$ cat config.mk
export PLATFORM = sky130hd
export DESIGN_NAME = sct_transmitter
export DESIGN_NICKNAME = d
export VERILOG_FILES = /design/src/hw/sct_transmitter.v
export VERILOG_INCLUDE_DIRS = /design/src /design/src/hw
export SDC_FILE = /design/constraint.sdc
export NUM_CORES = 1
export LEC_CHECK = 0
export ABC_AREA = 1
export BUFFER_PORTS_ARGS = -buffer_cell sky130_fd_sc_hd__buf_2
export CAP_MARGIN = 20
export CORE_ASPECT_RATIO = 0.75
export CORE_MARGIN = 5
export CORE_UTILIZATION = 57
export CTS_BUF_LIST = sky130_fd_sc_hd__clkbuf_4 sky130_fd_sc_hd__clkbuf_8
export CTS_CLUSTER_DIAMETER = 30
export CTS_CLUSTER_SIZE = 10
export DETAILED_ROUTE_END_ITERATION = 8
export PLACE_DENSITY = 0.82
export SLEW_MARGIN = 30
export SYNTH_ARGS = -nofsm -noshare
export SYNTH_HDL_FRONTEND = slang
export SYNTH_SLANG_ARGS = --single-unit
$ cat constraint.sdc
create_clock -name i_ref_clk -period 1.8 [get_ports i_ref_clk]
set_input_delay 0.27 -clock i_ref_clk [delete_from_list [all_inputs] [get_ports i_ref_clk]]
set_output_delay 0.27 -clock i_ref_clk [all_outputs]
set_load 0.05 [all_outputs]
$ cat src/hw/sct_consts.vh
// constants for the synchronous character transmitter
`ifndef SCT_CONSTS_VH
`define SCT_CONSTS_VH
`define SCT_DATA_W        8
`define SCT_FILL_RST      8'hff
`define SCT_WLS_5         2'h0
`define SCT_WLS_6         2'h1
`define SCT_WLS_7         2'h2
`define SCT_WLS_8         2'h3
`define SCT_CTRL_WLS_LSB  2
`define SCT_CTRL_PI_BIT   1
`define SCT_CTRL_EPE_BIT  0
`define SCT_CTRL_RST      8'h0c
`define SCT_IRQ_NODATA    0
`define SCT_IRQ_EMPTY     1
`define SCT_IRQ_W         2
`define SCT_REG_STAT      4'h0
`define SCT_REG_MASK      4'h1
`define SCT_REG_CTRL      4'h2
`define SCT_REG_FLAGS     4'h3
`endif

$ cat src/hw/sct_transmitter.v
// synchronous character transmitter: holding, fill, shift logic and register port
`timescale 1ns/1ps
`include "sct_consts.vh"
module sct_transmitter #(
  parameter DATA_W = `SCT_DATA_W
) (
  // clock and reset
  input  wire              i_ref_clk,
  input  wire              i_arst_n,
  // link pins from outside the clock domain
  input  wire              i_tx_clk,
  input  wire              i_clear_to_send,
  input  wire              i_master_clear,
  // host loading pins
  input  wire [DATA_W-1:0] i_tx_hold_data_in,
  input  wire              i_hold_load_n,
  input  wire [DATA_W-1:0] i_fill_char_in,
  input  wire              i_fill_load_n,
  input  wire [7:0]        i_ctrl_in,
  input  wire              i_ctrl_load_n,
  input  wire              i_chip_off,
  // serial side and flags
  output reg               o_serial_tx_out,
  output wire              o_serial_tx_oe,
  output reg               o_last_bit_flag,
  output reg               o_hold_empty_flag,
  output reg               o_no_data_flag,
  // register port
  input  wire [3:0]        i_reg_addr,
  input  wire [7:0]        i_reg_wdata,
  input  wire              i_reg_wr,
  input  wire              i_reg_rd,
  output reg  [7:0]        o_reg_rdata,
  output wire              o_irq
);

  localparam ST_IDLE = 1'b0;
  localparam ST_SEND = 1'b1;

  // two-flop synchronisers for every link pin, load strobe and the chip-off pin
  reg [1:0] s_clk_r;
  reg [1:0] s_cts_r;
  reg [1:0] s_mc_r;
  reg [1:0] s_hl_r;
  reg [1:0] s_fl_r;
  reg [1:0] s_cl_r;
  reg [1:0] s_off_r;
  reg       clk_d_r;
  // delayed holding strobe, finds the start of a load
  reg       hl_d_r;

  always @(posedge i_ref_clk or negedge i_arst_n) begin
    if (!i_arst_n) begin
      s_clk_r <= 2'h0;
      s_cts_r <= 2'h0;
      s_mc_r  <= 2'h0;
      s_hl_r  <= 2'h3;
      s_fl_r  <= 2'h3;
      s_cl_r  <= 2'h3;
      s_off_r <= 2'h0;
      clk_d_r <= 1'b0;
      hl_d_r  <= 1'b1;
    end else begin
      s_clk_r <= {s_clk_r[0], i_tx_clk};
      s_cts_r <= {s_cts_r[0], i_clear_to_send};
      s_mc_r  <= {s_mc_r[0], i_master_clear};
      s_hl_r  <= {s_hl_r[0], i_hold_load_n};
      s_fl_r  <= {s_fl_r[0], i_fill_load_n};
      s_cl_r  <= {s_cl_r[0], i_ctrl_load_n};
      s_off_r <= {s_off_r[0], i_chip_off};
      clk_d_r <= s_clk_r[1];
      hl_d_r  <= s_hl_r[1];
    end
  end

  wire en      = ~s_off_r[1];
  wire mclr    = s_mc_r[1];
  wire cts     = s_cts_r[1];
  // rising link clock edge starts a bit, falling edge marks its centre
  wire bit_beg = s_clk_r[1] & ~clk_d_r;
  wire bit_mid = ~s_clk_r[1] & clk_d_r;
  wire hold_ld = en & ~s_hl_r[1];
  // the holding register is marked full once per strobe, on its leading edge;
  // a level test would mark a character as new again after it has
  // already moved into the shift register while the strobe is still low
  wire hold_fall = en & ~s_hl_r[1] & hl_d_r;
  wire fill_ld = en & ~s_fl_r[1];
  wire ctrl_ld = en & ~s_cl_r[1];

  // length decode
  // bits the selected length keeps
  function [3:0] len_of;
    input [1:0] wls;
    begin
      len_of = 4'h5 + {2'h0, wls};
    end
  endfunction

  // zero upper bits beyond the selected length
  function [7:0] trim;
    input [7:0] d;
    input [1:0] wls;
    begin
      case (wls)
        `SCT_WLS_5: trim = {3'h0, d[4:0]};
        `SCT_WLS_6: trim = {2'h0, d[5:0]};
        `SCT_WLS_7: trim = {1'h0, d[6:0]};
        default:    trim = d;
      endcase
    end
  endfunction

  reg [7:0]  ctrl_r;
  reg [7:0]  hold_r;
  reg [7:0]  fill_r;
  reg [8:0]  shift_r;
  reg [3:0]  bits_left_r;
  reg        state_r;
  reg        pick_hold_r;
  reg        chosen_r;
  reg [`SCT_IRQ_W-1:0] stat_r;
  reg [`SCT_IRQ_W-1:0] mask_r;
  reg        sw_cts_en_r;

  wire [1:0] wls      = ctrl_r[`SCT_CTRL_WLS_LSB+1:`SCT_CTRL_WLS_LSB];
  wire       par_off  = ctrl_r[`SCT_CTRL_PI_BIT];
  wire       par_even = ctrl_r[`SCT_CTRL_EPE_BIT];
  wire [3:0] clen     = len_of(wls) + {3'h0, ~par_off};
  wire       go       = cts & sw_cts_en_r;

  // frame a character with parity appended above its msb
  function [8:0] frame;
    input [7:0] d;
    input [1:0] w;
    input       poff;
    input       peven;
    reg   [7:0] t;
    reg         p;
    begin
      t = trim(d, w);
      p = ~(^t) ^ peven;
      case (w)
        `SCT_WLS_5: frame = {3'h0, p & ~poff, t[4:0]};
        `SCT_WLS_6: frame = {2'h0, p & ~poff, t[5:0]};
        `SCT_WLS_7: frame = {1'h0, p & ~poff, t[6:0]};
        default:    frame = {p & ~poff, t};
      endcase
    end
  endfunction

  wire last_bit  = (state_r == ST_SEND) && (bits_left_r == 4'h1);
  wire hold_full = ~o_hold_empty_flag;
  wire ev_fill   = bit_beg & last_bit & go & chosen_r & ~pick_hold_r;
  wire ev_empty  = bit_beg & go & ~hold_fall & hold_full &
                   ((state_r == ST_IDLE) | (last_bit & pick_hold_r));

  always @(posedge i_ref_clk or negedge i_arst_n) begin
    if (!i_arst_n) begin
      ctrl_r            <= `SCT_CTRL_RST;
      hold_r            <= 8'h00;
      fill_r            <= `SCT_FILL_RST;
      shift_r           <= 9'h1ff;
      bits_left_r       <= 4'h0;
      state_r           <= ST_IDLE;
      pick_hold_r       <= 1'b0;
      chosen_r          <= 1'b0;
      o_serial_tx_out   <= 1'b1;
      o_last_bit_flag   <= 1'b0;
      o_hold_empty_flag <= 1'b1;
      o_no_data_flag    <= 1'b0;
    end else if (mclr) begin
      hold_r            <= 8'h00;
      fill_r            <= `SCT_FILL_RST;
      shift_r           <= 9'h1ff;
      bits_left_r       <= 4'h0;
      state_r           <= ST_IDLE;
      pick_hold_r       <= 1'b0;
      chosen_r          <= 1'b0;
      o_serial_tx_out   <= 1'b1;
      o_last_bit_flag   <= 1'b0;
      o_hold_empty_flag <= 1'b1;
      o_no_data_flag    <= 1'b0;
    end else begin
      if (ctrl_ld)
        ctrl_r <= i_ctrl_in;
      if (fill_ld)
        fill_r <= trim(i_fill_char_in, wls);
      // no-data clear
      // the latch stays open while the strobe is low, data must not move
      if (hold_ld) begin
        hold_r         <= trim(i_tx_hold_data_in, wls);
        o_no_data_flag <= 1'b0;
      end
      // only a fresh strobe marks the holding register full
      if (hold_fall)
        o_hold_empty_flag <= 1'b0;
      if (bit_mid && last_bit) begin
        pick_hold_r <= hold_full | hold_ld;
        chosen_r    <= 1'b1;
      end
      if (bit_beg) begin
        chosen_r <= 1'b0;
        if (state_r == ST_SEND && !last_bit) begin
          shift_r         <= {1'b1, shift_r[8:1]};
          o_serial_tx_out <= shift_r[1];
          bits_left_r     <= bits_left_r - 4'h1;
          o_last_bit_flag <= (bits_left_r != 4'h2);
        end else if (go && (state_r == ST_IDLE ? hold_full
                                               : (chosen_r | hold_full))) begin
          state_r     <= ST_SEND;
          bits_left_r <= clen;
          o_last_bit_flag <= (clen != 4'h1);
          if (state_r == ST_IDLE || pick_hold_r) begin
            shift_r           <= frame(hold_r, wls, par_off, par_even);
            o_serial_tx_out   <= hold_r[0];
            // a load that starts in this very cycle wins over the move
            if (!hold_fall)
              o_hold_empty_flag <= 1'b1;
          end else begin
            shift_r         <= frame(fill_r, wls, par_off, par_even);
            o_serial_tx_out <= fill_r[0];
            if (!hold_ld)
              o_no_data_flag <= 1'b1;
          end
        end else begin
          state_r         <= ST_IDLE;
          bits_left_r     <= 4'h0;
          o_serial_tx_out <= 1'b1;
          o_last_bit_flag <= 1'b0;
        end
      end
    end
  end

  // register port; sticky status, set wins over read-clear
  wire stat_rd = i_reg_rd && (i_reg_addr == `SCT_REG_STAT);
  wire [`SCT_IRQ_W-1:0] ev = {ev_empty, ev_fill};

  always @(posedge i_ref_clk or negedge i_arst_n) begin
    if (!i_arst_n) begin
      stat_r      <= {`SCT_IRQ_W{1'b0}};
      mask_r      <= {`SCT_IRQ_W{1'b0}};
      sw_cts_en_r <= 1'b1;
      o_reg_rdata <= 8'h00;
    end else begin
      stat_r <= (stat_rd ? {`SCT_IRQ_W{1'b0}} : stat_r) | ev;
      if (i_reg_wr && i_reg_addr == `SCT_REG_MASK)
        mask_r <= i_reg_wdata[`SCT_IRQ_W-1:0];
      if (i_reg_wr && i_reg_addr == `SCT_REG_CTRL)
        sw_cts_en_r <= i_reg_wdata[0];
      o_reg_rdata <= 8'h00;
      if (i_reg_rd) begin
        case (i_reg_addr)
          `SCT_REG_STAT:  o_reg_rdata <= {6'h00, stat_r};
          `SCT_REG_MASK:  o_reg_rdata <= {6'h00, mask_r};
          `SCT_REG_CTRL:  o_reg_rdata <= {7'h00, sw_cts_en_r};
          `SCT_REG_FLAGS: o_reg_rdata <= {3'h0, state_r, o_last_bit_flag,
                                          o_no_data_flag, o_hold_empty_flag,
                                          o_serial_tx_out};
          default:        o_reg_rdata <= 8'h00;
        endcase
      end
    end
  end

  assign o_irq          = |(stat_r & mask_r);
  // the serial pin floats only while the chip is switched off
  assign o_serial_tx_oe = en;

endmodule // sct_transmitter

==> run metrics <==
adder-cell share of the synthesized area=0.0191; CTS Sinks=65; final period utilization=1.00; uppermost layer routed=met4; H-tree levels=3; CORE AREA=5470 um2; Worst R2R Path Depth=10; gpl congestion=0.870; Setup-failing EPs final=1; most common cell after layout, fill and taps aside=nand2_1; clk_skew=0.00996 ns; final hold vios=0; worst r2r src=ctrl_r[3]$_DFFE_PN1P_; status=finished with violations; Worst Slack Setup Final=-0.00184 ns; Post-Syn Area=3280 um2; number of distinct library cells after synthesis=33; fraction of layout cells with a size suffix above 1=0.285; total number of vias=3,095; Root Driver=clkbuf_8; FF+latch count, synth=65; Max stage delay cell, worst path=dfstp_2; Worst Setup End Kind=flip-flop; die area=7390 um2; clk_lat worst skew=0.35 ns; area grow syn2layout=22.9%; multiplexer share of the synthesized area=0; Avg Inst Size Synth=7.99 um2; Iteration-0 DRC Markers=250; TritonCTS clock tree=built; via-per-instance ratio=5.43; post-synthesis xor/xnor area fraction=0.00534; Critical Path RT=2.08 ns; failing checks=setup timing; crit path DAT=2.08 ns; R2R setup slack=-0.002 ns; CP startpoint kind=flip-flop; met2 wire len=3660 um; Worst-path clk slew=0.07 ns; Min-Delay Path Class=in -> reg; area share of the largest cell type after synthesis=0.282; Starting Density=0.600; simple-gate area share of the yosys netlist=0.260; port bufs=47; f_max=0.555 GHz; combinational cell fraction of total power=0.206; Routed Antenna Nets=0; sequential share of the synthesized area=0.506; GRT Util Overall=0.225; Flop pwr share=0.464; post-DP HPWL=5740 um; Synth area leaders=dfrtp_1, dfstp_2, nand2_1; LEAKAGE=2.02 nW; Inserted Clock Buffers=9; worst-path maximum fanout=7; initial antenna violation count=0; NetSw=1.14 mW; switching portion of total power=0.307; met3 wire length=642 um; Clk pwr share=0.330; WHS=0.0250 ns; Worst Setup SP=ctrl_r[3]$_DFFE_PN1P_; final instance area=4030 um2; WL met1=3580 um; max incr delay on CP=0.66 ns; Synth Area in Compound Gates=0.119; r2r endpoint=shift_r[6]$_DFFE_PN1P_; CP Cell Sequence=nand3_1, nand2_1, nand3_1, nand2_1, nand3_1, nand2_2, nand3_1, nand2_1, nand3_1, a21oi_2; total power=3.72 mW; GRT overflow=0; Synth area leader=dfrtp_1; global-route wire length before repair=12,900 um; dpl cell area=3660 um2; WL final=7970 um; IO Count=61; first-pass iteration count of the detailed router=6; FP Rows=23; critical path capture point=shift_r[6]$_DFFE_PN1P_; main combinational cell family by area after synthesis=simple AND/OR/NAND/NOR gates; Min Clock Period, post-route=1.80 ns; pin count of the biggest net entering global routing=66; worst vdd ir=0.662 mV; clock buffer depth=2; power per cell area=921 nW/um2; Power Internal=2.57 mW; vias in the first global route=2,783; diode count=0; number of nets in the layout=542; # DRC=0; maxcap violations=0; Post-Synthesis Cells=411; Setup TNS Final=-0.00184 ns; CP Class=reg -> reg; Slew Limit Fails=0; CP dominant cell by count=nand3_1; Die X-Extent=97.6 um; DIE HEIGHT=75.7 um; commonest cells after routing, fill and taps aside=nand2_1, inv_1, buf_2; synth warn=0; Avg WL per Cell=14.0 um; RSZ-0062 raised after global routing=true
[synthesized netlist by cell type]
master    count
a21oi_1      23
a221oi_1      1
a22oi_1       3
a31oi_1       4
a32o_1        2
buf_2         4
buf_4         3
clkbuf_1      2
clkinv_1      2
conb_1        1
dfrtp_1      37
dfstp_2      28
ha_1          5
inv_1        58
inv_2         5
nand2_1      91
nand2_2       4
nand2_4       1
nand3_1      38
nand3_2       1
nand4_1       5
nor2_1       39
nor2_2        3
nor2_4        1
nor3_1       11
o211ai_1      4
o21ai_0      23
o21ai_1       1
o221ai_1      1
o22ai_1       5
o31ai_1       1
or2_2         2
xnor2_1       2
[timing repair]
action / in CTS / in global routing
hold buffers: 1 / 4
pin swaps: 0 / 3
endpoints found under the setup margin: 1 / 5
endpoints found under the hold margin: 37 / 4
resized for setup: 0 / 14
setup buffers: 2 / 10
[registers in the layout, indices dropped and copies added (netlist names), 2 cells and up]
register     cells
fill_r           8
hold_r           8
shift_r          8
o_reg_rdata      5
bits_left_r      4
ctrl_r           4
mask_r           2
s_cl_r           2
s_clk_r          2
s_cts_r          2
s_fl_r           2
s_hl_r           2
s_mc_r           2
s_off_r          2
stat_r           2
[power groups by stage]
stage                     logic, mW  registers [mW]  clock network [mW]
final                         0.766            1.72                1.23
after global routing          0.855            1.74                1.33
after global placement        0.656            1.74                   0
after floorplan               0.466            1.73                   0
after detailed placement      0.680            1.75                   0
after CTS                     0.699            1.72                1.24
[worst min path at each step]
stage | from | end | cells past startpoint
detailed placement | i_arst_n | o_reg_rdata[2]$_DFF_PN0_ | 2
CTS | i_ctrl_load_n | s_cl_r[0]$_DFF_PN1_ | 1
finish | i_clear_to_send | s_cts_r[0]$_DFF_PN0_ | 1
global placement | i_arst_n | o_last_bit_flag$_DFFE_PN0N_ | 2
floorplan | i_arst_n | bits_left_r[0]$_DFFE_PN0N_ | 0
global route | i_clear_to_send | s_cts_r[0]$_DFF_PN0_ | 1
[layout make-up]
class	count	area (um2)
clock buffers	11	139
clock inverters	5	56.3
fillers	426	1430
inverters	65	244
multi-input cells	274	1370
flip-flops and latches	65	1660
well taps	75	93.8
repair buffers	75	474
[logic make-up after synthesis]
family | count (synthesis)
and+or+nand+nor | 196
buffers and inverters | 74
AOI/OAI and AO/OA | 68
DFF | 65
adders and majority gates | 5
xor gates and xnor gates | 2
other | 1
[layer usage]
layer	track usage	vias up
met5	0	-
met4	0.0814	0
met3	0.0576	11
met2	0.351	146
met1	0.310	1448
li1	-	1490
[through the flow]
| stage | setup WS [ns] | std cells | utilization |
|---|---|---|---|
| final | -0.00184 | 570 | 0.738 |
| after global routing | -0.105 | 570 | 0.738 |
| after CTS | 0.00597 | 556 | 0.710 |
| after detailed placement | 0.0202 | 537 | 0.670 |
| after global placement | 0.0935 | 537 | 0.670 |
| after floorplan | 0.200 | 413 | - |
[worst max-delay path: cells and delay by family (launching register included)]
kind,cells,cell delay (ns)
AOI/OAI and AO/OA,1,0.13
DFF,1,0.66
and+or+nand+nor,9,0.94
No activity file was read; power rests on OpenSTA's default activity.
